`config.mk`:
```
export PLATFORM = sky130hd
export DESIGN_NAME = table_read_xor_exec
export DESIGN_NICKNAME = d
export VERILOG_FILES = /design/src/rtl/txe_pkg.sv /design/src/rtl/dmem_if.sv /design/src/rtl/table_read_xor_exec.sv /design/src/rtl/dmem_ram.sv
export SDC_FILE = /design/constraint.sdc
export NUM_CORES = 2
export LEC_CHECK = 0
export BUFFER_PORTS_ARGS = -buffer_cell sky130_fd_sc_hd__buf_2
export CORE_MARGIN = 2
export CORE_UTILIZATION = 45
export CTS_BUF_LIST = sky130_fd_sc_hd__clkbuf_4 sky130_fd_sc_hd__clkbuf_8
export DETAILED_ROUTE_END_ITERATION = 12
export MAX_ROUTING_LAYER = met4
export PLACE_DENSITY_LB_ADDON = 0.08
export SETUP_SLACK_MARGIN = 0.15
export SLEW_MARGIN = 20
export SYNTH_ARGS = -nofsm -noshare
export SYNTH_HDL_FRONTEND = slang
export SYNTH_SLANG_ARGS = --single-unit
```
`constraint.sdc`:
```
create_clock -name sys_clk -period 36.4 [get_ports sys_clk]
set_clock_uncertainty 0.15 [all_clocks]
set_input_delay 7.28 -clock sys_clk [delete_from_list [all_inputs] [get_ports sys_clk]]
set_output_delay 7.28 -clock sys_clk [all_outputs]
set_load 0.005 [all_outputs]
```
`src/rtl/txe_pkg.sv`:
```
// Constants, register map and types for the table read / XOR / bit-skip unit.
// Assumes 8-bit data memory and 16-bit program words on one core clock.
package txe_pkg;

  localparam int DATA_W = 8;
  localparam int PM_W   = 16;
  localparam int DM_AW  = 8;
  localparam int BUS_AW = 5;

  // Register byte offsets on the slave bus.
  localparam logic [BUS_AW-1:0] OFF_ACC        = 5'h00;
  localparam logic [BUS_AW-1:0] OFF_STATUS     = 5'h04;
  localparam logic [BUS_AW-1:0] OFF_LOW_PTR    = 5'h08;
  localparam logic [BUS_AW-1:0] OFF_PAGE_PTR   = 5'h0c;
  localparam logic [BUS_AW-1:0] OFF_HIGH_LATCH = 5'h10;
  localparam logic [BUS_AW-1:0] OFF_DM_ADDR    = 5'h14;
  localparam logic [BUS_AW-1:0] OFF_DM_DATA    = 5'h18;

  // Status register bit positions.
  localparam int ST_ZERO = 0;
  localparam int ST_BUSY = 1;
  localparam int ST_SKIP = 2;

  localparam logic [DATA_W-1:0] RST_BYTE  = 8'h00;
  localparam logic [DATA_W-1:0] LAST_PAGE = 8'hff;
  localparam logic [DATA_W-1:0] PTR_STEP  = 8'h01;

  typedef enum logic [2:0] {
    OP_SKIP_ON_BIT_CLEAR     = 3'h0,
    OP_PAGE_TABLE_READ       = 3'h1,
    OP_FINAL_PAGE_TABLE_READ = 3'h2,
    OP_INC_PAGE_TABLE_READ   = 3'h3,
    OP_INC_FINAL_TABLE_READ  = 3'h4,
    OP_XOR_INTO_WORKING_REG  = 3'h5,
    OP_XOR_INTO_MEMORY       = 3'h6,
    OP_NONE                  = 3'h7
  } op_t;

  typedef enum logic [4:0] {
    ST_IDLE  = 5'h01,
    ST_READ  = 5'h02,
    ST_EVAL  = 5'h04,
    ST_DUMMY = 5'h08,
    ST_FETCH = 5'h10
  } state_t;

endpackage

```
`src/rtl/dmem_if.sv`:
```
// Port bundle between the execution unit and its data memory.
// Assumes a single-port memory with registered read data.
`timescale 1ns/1ps
interface dmem_if;
  logic       we;
  logic [7:0] addr;
  logic [7:0] wdata;
  logic [7:0] q;

  modport ctrl (output we, output addr, output wdata, input q);
  modport mem  (input we, input addr, input wdata, output q);
endinterface

```
`src/rtl/table_read_xor_exec.sv`:
```
// Execution unit for bit-skip, table read and XOR instructions.
// Assumes a decoder on sys_clk and a program memory answering with pm_ack.
//
// Overview of operation
// - Bit clear: skip next instruction via a dummy cycle; three cycles.
// - Selected bit one: no skip; zero flag unchanged either way, skip flag cleared.
// - Page read: fetch at page pointer and low pointer; low to memory.
// - Final-page read: fetch in last page by low pointer; low to memory.
// - Incrementing page read: bump low pointer first, then page read.
// - Incrementing final read: bump pointer first; table reads leave flags.
// - XOR into working register: result to accumulator, only zero flag.
// - XOR into memory: result to memory, accumulator unchanged.
`timescale 1ns/1ps
module table_read_xor_exec
  import txe_pkg::*;
(
  input  wire logic              sys_clk,
  input  wire logic              reset,
  input  wire logic [BUS_AW-1:0] avs_address,
  input  wire logic              avs_read,
  input  wire logic              avs_write,
  input  wire logic [31:0]       avs_writedata,
  output logic      [31:0]       avs_readdata,
  output logic                   avs_waitrequest,
  input  wire logic              instr_valid,
  input  wire logic [2:0]        instr_op,
  input  wire logic [DM_AW-1:0]  instr_mem_addr,
  input  wire logic [2:0]        instr_bit_sel,
  output logic                   instr_ready,
  output logic                   instr_done,
  output logic                   skip_taken,
  output logic                   dummy_cycle,
  output logic                   pm_req,
  output logic      [PM_W-1:0]   pm_addr,
  input  wire logic              pm_ack,
  input  wire logic [PM_W-1:0]   pm_rdata,
  output logic      [DATA_W-1:0] acc_out,
  output logic                   zero_flag
);

  state_t            state_r;
  state_t            state_nxt;
  op_t               op_r;
  logic [DM_AW-1:0]  op_addr_r;
  logic [2:0]        bit_r;
  logic [DATA_W-1:0] acc_r;
  logic [DATA_W-1:0] table_low_pointer_r;
  logic [DATA_W-1:0] table_page_pointer_r;
  logic [DATA_W-1:0] table_high_latch_r;
  logic [DM_AW-1:0]  dm_addr_r;
  logic              zero_r;
  logic              skip_r;
  logic [PM_W-1:0]   pm_addr_r;
  logic              ack_r;
  logic              sel_dm_r;
  logic [31:0]       rdata_r;

  dmem_if dm ();

  dmem_ram u_ram (
    .sys_clk (sys_clk),
    .bus     (dm)
  );

  // Decode of state, instruction class and bus access.
  wire idle      = (state_r == ST_IDLE);
  wire in_eval   = (state_r == ST_EVAL);
  wire in_fetch  = (state_r == ST_FETCH);
  wire bus_req   = avs_read | avs_write;
  wire accept    = instr_valid & idle & ~bus_req;
  wire bus_go    = bus_req & idle & ~ack_r;
  wire bus_wr    = ack_r & avs_write;
  op_t op_in;
  assign op_in = op_t'(instr_op);
  wire is_inc    = (op_in == OP_INC_PAGE_TABLE_READ) |
                   (op_in == OP_INC_FINAL_TABLE_READ);
  wire is_final  = (op_in == OP_FINAL_PAGE_TABLE_READ) |
                   (op_in == OP_INC_FINAL_TABLE_READ);
  wire is_table  = is_inc | is_final |
                   (op_in == OP_PAGE_TABLE_READ);

  // Eight-bit add drops the carry, so the page pointer is never touched.
  wire [DATA_W-1:0] low_inc  = table_low_pointer_r + PTR_STEP;
  wire [DATA_W-1:0] low_use  = is_inc ? low_inc : table_low_pointer_r;
  wire [DATA_W-1:0] page_use = is_final ? LAST_PAGE
                                        : table_page_pointer_r;

  wire [DATA_W-1:0] xor_res  = acc_r ^ dm.q;
  wire              xor_zero = (xor_res == RST_BYTE);
  wire              bit_val  = dm.q[bit_r];
  wire              do_skip  = in_eval & (op_r == OP_SKIP_ON_BIT_CLEAR)
                               & ~bit_val;
  wire              xor_acc  = in_eval & (op_r == OP_XOR_INTO_WORKING_REG);
  wire              xor_mem  = in_eval & (op_r == OP_XOR_INTO_MEMORY);
  wire              tbl_done = in_fetch & pm_ack;

  // Register decode.
  wire hit_acc   = (avs_address == OFF_ACC);
  wire hit_stat  = (avs_address == OFF_STATUS);
  wire hit_low   = (avs_address == OFF_LOW_PTR);
  wire hit_page  = (avs_address == OFF_PAGE_PTR);
  wire hit_high  = (avs_address == OFF_HIGH_LATCH);
  wire hit_dma   = (avs_address == OFF_DM_ADDR);
  wire hit_dmd   = (avs_address == OFF_DM_DATA);

  wire [7:0] status_byte = {5'h00, skip_r, ~idle, zero_r};
  wire [7:0] rd_byte = hit_acc  ? acc_r :
                       hit_stat ? status_byte :
                       hit_low  ? table_low_pointer_r :
                       hit_page ? table_page_pointer_r :
                       hit_high ? table_high_latch_r :
                       hit_dma  ? dm_addr_r : 8'h00;

  // Memory port: the bus owns it only while the core is idle.
  assign dm.addr  = idle ? dm_addr_r : op_addr_r;
  assign dm.we    = xor_mem | tbl_done | (bus_wr & hit_dmd);
  assign dm.wdata = in_eval  ? xor_res :
                    in_fetch ? pm_rdata[7:0] :
                               avs_writedata[7:0];

  assign avs_waitrequest = bus_req & ~ack_r;
  assign avs_readdata    = sel_dm_r ? {24'h000000, dm.q} : rdata_r;
  assign instr_ready     = idle & ~bus_req;
  assign instr_done      = (in_eval & ~do_skip) | dummy_cycle | tbl_done;
  assign dummy_cycle     = (state_r == ST_DUMMY);
  assign skip_taken      = skip_r;
  assign pm_req          = in_fetch;
  assign pm_addr         = pm_addr_r;
  assign acc_out         = acc_r;
  assign zero_flag       = zero_r;

  always_comb begin
    state_nxt = state_r;
    unique case (state_r)
      ST_IDLE: begin
        if (accept) begin
          state_nxt = is_table ? ST_FETCH : ST_READ;
        end
      end
      ST_READ: begin
        state_nxt = ST_EVAL;
      end
      ST_EVAL: begin
        state_nxt = do_skip ? ST_DUMMY : ST_IDLE;
      end
      ST_DUMMY: begin
        state_nxt = ST_IDLE;
      end
      ST_FETCH: begin
        state_nxt = pm_ack ? ST_IDLE : ST_FETCH;
      end
      default: begin
        state_nxt = ST_IDLE;
      end
    endcase
  end

  always_ff @(posedge sys_clk) begin
    if (reset) begin
      state_r   <= ST_IDLE;
      op_r      <= OP_NONE;
      op_addr_r <= RST_BYTE;
      bit_r     <= 3'h0;
    end else begin
      state_r <= state_nxt;
      if (accept) begin
        op_r      <= op_in;
        op_addr_r <= instr_mem_addr;
        bit_r     <= instr_bit_sel;
      end
    end
  end

  // Pointer bump and fetch address are taken together, so the fetch
  // uses the updated low pointer, already incremented for the incrementing reads.
  always_ff @(posedge sys_clk) begin
    if (reset) begin
      table_low_pointer_r <= RST_BYTE;
      pm_addr_r           <= 16'h0000;
    end else if (accept & is_table) begin
      table_low_pointer_r <= low_use;
      pm_addr_r           <= {page_use, low_use};
    end else if (bus_wr & hit_low) begin
      table_low_pointer_r <= avs_writedata[7:0];
    end
  end

  always_ff @(posedge sys_clk) begin
    if (reset) begin
      table_page_pointer_r <= RST_BYTE;
      dm_addr_r            <= RST_BYTE;
      table_high_latch_r   <= RST_BYTE;
    end else begin
      if (bus_wr & hit_page) begin
        table_page_pointer_r <= avs_writedata[7:0];
      end
      if (bus_wr & hit_dma) begin
        dm_addr_r <= avs_writedata[7:0];
      end
      if (tbl_done) begin
        table_high_latch_r <= pm_rdata[15:8];
      end
    end
  end

  // Only the XOR instructions reach the zero flag; skips and table reads
  // leave it alone.
  always_ff @(posedge sys_clk) begin
    if (reset) begin
      acc_r  <= RST_BYTE;
      zero_r <= 1'b0;
      skip_r <= 1'b0;
    end else begin
      if (xor_acc) begin
        acc_r <= xor_res;
      end else if (bus_wr & hit_acc) begin
        acc_r <= avs_writedata[7:0];
      end
      if (xor_acc | xor_mem) begin
        zero_r <= xor_zero;
      end else if (bus_wr & hit_stat) begin
        zero_r <= avs_writedata[ST_ZERO];
      end
      if (in_eval & (op_r == OP_SKIP_ON_BIT_CLEAR)) begin
        skip_r <= ~bit_val;
      end
    end
  end

  always_ff @(posedge sys_clk) begin
    if (reset) begin
      ack_r    <= 1'b0;
      sel_dm_r <= 1'b0;
      rdata_r  <= 32'h00000000;
    end else begin
      ack_r <= bus_go;
      if (bus_go) begin
        sel_dm_r <= hit_dmd;
        rdata_r  <= {24'h000000, rd_byte};
      end
    end
  end

endmodule // table_read_xor_exec

```
`src/rtl/dmem_ram.sv`:
```
// Data memory of 256 bytes, one port, synchronous write, registered read.
// Assumes one clock; contents are not cleared by reset.
`timescale 1ns/1ps
module dmem_ram (
  input wire logic sys_clk,
  dmem_if.mem      bus
);

  logic [7:0] mem [0:255];

  // Read returns the old byte when read and write hit the same cycle.
  always_ff @(posedge sys_clk) begin
    if (bus.we) begin
      mem[bus.addr] <= bus.wdata;
    end
    bus.q <= mem[bus.addr];
  end

endmodule // dmem_ram

```
; ---- After elaboration in Yosys (flattened, before gate mapping)
; Memories as Yosys holds them, arrays and structs flattened. A register that Yosys moved wholly into a read port is not among the register bits.
; Index checks and enable logic that the tools add are counted.
[word_totals]
ram_bits = 2048
output_inout_bits = 63
input_bits = 73
word_cells = 105
mem_count = 1
ff_bits = 87
[memory_table]
columns = name, depth, width, read_ports, rd_ports_with_merged_regs, write_ports, line_no
row1 = u_ram.mem, 256, 8, 1, 1, 1, dmem_ram.sv:9  ; logic [7:0] mem [0:255];
[classes]
add_sub_neg = 1
n_eq_ne = 18
bitwise = 36
reduce_logical = 6
order_cmp = 1
muxes = 27
[ops]
columns = op, n
row1 = 8-bit 2-to-1 mux, 16
row2 = 1-bit AND, 20
row3 = "5-bit equality test, second input constant", 4
row4 = 5-bit one-hot mux with 4 select lines, 1
row5 = "5-bit by 4-bit equality test with 1-bit output, second input constant", 3
row6 = 5-bit 2-to-1 mux, 3
row7 = "5-bit by 3-bit equality test with 1-bit output, second input constant", 2
row8 = 1-bit OR, 10
row9 = "3-bit equality test, second input constant", 3
row10 = "8-bit by 1-bit adder with 8-bit output, second input constant", 1
row11 = 8-bit logical NOT, 1
row12 = 8-bit bitwise XOR, 1
row13 = "3-bit by 2-bit equality test with 1-bit output, second input constant", 2
row14 = 2-bit nonzero test, 3
row15 = "5-bit by 1-bit equality test with 1-bit output, second input constant", 1
row16 = "5-bit by 2-bit equality test with 1-bit output, second input constant", 1
row17 = 5-bit logical NOT, 1
row18 = 1-bit 2-to-1 mux, 5
row19 = 1-bit NOT, 5
row20 = "3-bit by 4-bit < comparator with 1-bit output, second input constant", 1
row21 = 4-bit 2-to-1 mux, 1
row22 = 1-bit binary-select mux with 3-bit select, 1
row23 = "3-bit by 1-bit equality test with 1-bit output, second input constant", 1
row24 = 3-bit logical NOT, 1
row25 = "2-bit by 1-bit inequality test with 1-bit output, second input constant", 1

; ---- Depth between registers and ports, before layout
[logic_depth]
depth_word = 8
mapped_depth = 12
ltp_nobuf = 7

; ---- Hierarchy
; From an unflattened synthesis, not the netlist that was laid out.
[hier_totals]
cells_unflattened = 4162
area_unflattened_um2 = 83670.2
[modules_own_cells]
columns = module, cells_per_inst, area_per_inst_um2, seq_area_each_um2, n_inst
row1 = dmem_ram, 3547, 78492.8, 61659.1, 1
row2 = table_read_xor_exec, 615, 5177.5, 1741.7, 1

; ---- Least setup slack after synthesis
; OpenSTA, ideal clock, no wires.
[synth_path]
path_type = in2out
startpoint = input pm_ack
endpoint = output instr_done
path_buffers = 1
path_stages = 4
setup_slack_ns = 20.933
t_arrival_ns = 8.037
path_cell_list = clkbuf_1 -> nand2_1 -> a21boi_0 -> nand2b_1
[synth_via]
elab_chain_len = 2
[synth_lines]
columns = item, line_no
row1 = from (decl), table_read_xor_exec.sv:35  ; input wire logic pm_ack,
row2 = 1-bit AND, table_read_xor_exec.sv:95  ; wire tbl_done = in_fetch & pm_ack;
row3 = 1-bit OR, table_read_xor_exec.sv:124  ; assign instr_done = (in_eval & ~do_skip) | dummy_cycle | tbl_done;
row4 = to (decl), table_read_xor_exec.sv:30  ; output logic instr_done,
; Every way passes these cells.

; ---- Final worst setup path
; Same ends and word-level chain as after synthesis.

==> impl_metrics.ini <==
[logic_synthesis]
synth.top_cell.area_share_pct = 71.35
synth_seq_cells = 2143
yosys_warnings = 0
synthDistinctLibCells = 62
synth-edff-count = 2048
avgSynthCellArea_um2 = 13.82
synthCells = 6235
synth_top_area_cell = edfxtp_1
ys_seq_area_share_pct = 73.56
syn_area_mm2 = 0.08619
ys.flop_type = edfxtp_1
yosys-top-cells-area = edfxtp_1 71%, o21ai_0 12%, a41oi_1 5.5%, dfxtp_1 2.2%, clkbuf_1 2.2%
synthArstFlopShare_pct = 0

[floorplanning]
initial_core_util_pct = 45.32
io_pins = 136
rows = 160
die_h_um = 441.6
die_x_um = 441.6
die_area_mm2 = 0.1950
core_mm2 = 0.1902

[grt]
grt_pass1_wl_mm = 401.3
grt_max_degree = 190
antenna_found_initial = 7
overflow = 0
grt_usage_pct = 28.75
grt_pass1_vias = 55720

[drt]
met3RoutedLength_mm = 22.10
wl_met2_mm = 131.4
wire_per_inst_um = 31.16
drtPass1Iterations = 6
viasPerCell = 6.435
antenna_left = 0
top_layer_used = met4
first_iter_violations = 6474
wl_met1_mm = 118.0
vias = 58040
remaining_drc_errors = 0
wirelength_mm = 281.1

[timing]
fmax_mhz = 63.08
period_share_pct = 43.55
min_period_ns = 15.85
whs_ns = 0.3098
setup_violations = 0
worstMarginPinSlew_ns = 1.276
setup-tns-final_ns = 0
worst_slack_ns = 20.55
drv_slew = 0
hold_viol_final = 0
relSlewSlack_pct = 13.84
rsz0062_at_grt = false

[clock_tree]
root_buffer = clkbuf_8
cts_buffer_depth = 4
clkTransAtPathRegs_ns = 0.06
htree_levels = 5
cts_num_sinks = 2143
cts_setup_buffers = 0
cts_tree = built
ctsHoldBuffers = 0
clk_latency_ns = 1.06
numCtsBuffers = 372
ctsResizeCount = 0

[power]
p_int_mw = 3.880
powerDensity_mw_per_mm2 = 53.81
leakage_nw = 26.95
p_sw_mw = 1.258
switching_share_pct = 24.48
clockPowerShare_pct = 40.2
pwr-share-comb_pct = 6.8
sequentialPowerShare_pct = 53.0
vdd_drop_max_v = 0.00003230
design_power_total_mw = 5.138

[critical_path]
crit_required_ns = 28.97
critPathMaxFanout = 10
end_kind = output pin
arrival_ns = 8.42
crit_type = input pin to output pin
cp-start-kind = input pin

[placement]
place_hpwl_mm = 142.8
post-place-ws_ns = 20.59
portBuffers = 87
gp_congestion = 0.8234

[status]
status = completed

[finish]
final_common_cell = edfxtp_1
mostFrequentLayoutCells = 2048 x edfxtp_1, 1992 x o21ai_0, 544 x a41oi_1
drive_above_1_share_pct = 12.54
final_nets = 6301
syn2layout_area_growth_pct = 10.79

[run]
maxCapViolations = 0

[worst_hold_path]
hp-class = register to register
-- power groups by stage --
stage	clock network [mW]	logic [mW]	registers [mW]
floorplan	0	0.184	2.80
global placement	0	0.345	2.77
detailed placement	0	0.349	2.77
CTS	2.10	0.349	2.72
global route	2.20	0.367	2.72
finish	2.07	0.352	2.72
-- sequential cells by signal, indices dropped and copies added, names as in the netlist --
signal                cells
u_ram.mem              2048
pm_addr                  16
acc_out                   8
dm_addr_r                 8
op_addr_r                 8
rdata_r                   8
table_high_latch_r        8
table_low_pointer_r       8
table_page_pointer_r      8
u_ram.bus.q               8
state_r                   5
bit_r                     3
op_r                      3
ack_r                     1
sel_dm_r                  1
skip_taken                1
zero_flag                 1
-- worst max-delay path, stage by stage --
cell,delay (ns)
buf_2,0.18
nand2_1,0.35
a21boi_0,0.37
nand2b_1,0.10
buf_2,0.13
-- final timing paths --
path / startpoint / to / slack (ns) / depth (start not counted)
setup / recovery: pm_ack / instr_done / 20.55 / 5
hold / removal: table_high_latch_r[2] / table_high_latch_r[2] / 0.31 / 2
setup reg to reg: state_r[0] / u_ram.bus.q[6] / 29.76 / 10
hold reg to reg: table_high_latch_r[2] / table_high_latch_r[2] / 0.31 / 2
-- per-layer routing --
layer	track usage (%)	vias up
met1	39.51	29870
li1	-	24950
met4	9.966	0
met3	4.851	499
met5	-	-
met2	43.48	2733
-- kinds of logic after synthesis --
logic type | after synthesis | share of synthesized area [%]
multiplexers | 50 | 0.6402
XOR/XNOR | 18 | 0.1829
adder cells (fa/ha/maj) | 1 | 0.01451
AO/OA/AOI/OAI | 2863 | 19.79
other | 1 | 0.004351
buffers and inverters | 615 | 3.066
flip-flops | 2143 | 73.56
AND/OR/NAND/NOR | 544 | 2.741
-- cell usage after synthesis (3+ instances only) --
cell type  instances
a22oi_1           15
a21oi_1           39
o31ai_1            3
edfxtp_1        2048
o21a_1             6
o22ai_1           10
nor4_1             3
buf_2             46
or4_1              8
buf_4             28
a221oi_1          10
mux2i_1           27
nand3_1           39
a21oi_2            3
clkbuf_1         503
and3_1             4
nand4_1            5
nand2b_1          18
dfxtp_1           95
nand2_1          100
nor3_1            12
o21ai_1           80
xnor2_1           10
o21ai_0         2002
nand3b_1           6
a41oi_1          544
xor2_1             8
or2_2              5
clkbuf_2           5
a21boi_0           3
o41ai_1          127
mux2_2            21
buf_6             22
a211oi_1          10
buf_1              9
nor2_1           320
or3_1              5
-- layout make-up --
class,count,area (um^2)
Antenna cell,10,25.02
Clock buffer,492,6046
Clock inverter,154,729.5
Fill cell,16410,94690
Inverter,2,7.507
Multi-Input combinational cell,3500,20540
Sequential cell,2143,63400
Tap cell,2511,3142
Timing Repair Buffer,208,1594
-- per-stage QoR --
| stage | instance area (um^2) | std cells | util, % |
|---|---|---|---|
| CTS | 95460 | 9010 | 50.20 |
| finish | 95490 | 9020 | 50.21 |
| detailed placement | 88690 | 8364 | 46.63 |
| floorplan | 86270 | 6258 | - |
| global placement | 88680 | 8364 | 46.63 |
| global route | 95470 | 9014 | 50.20 |
No activity file was read; power rests on OpenSTA's default activity.
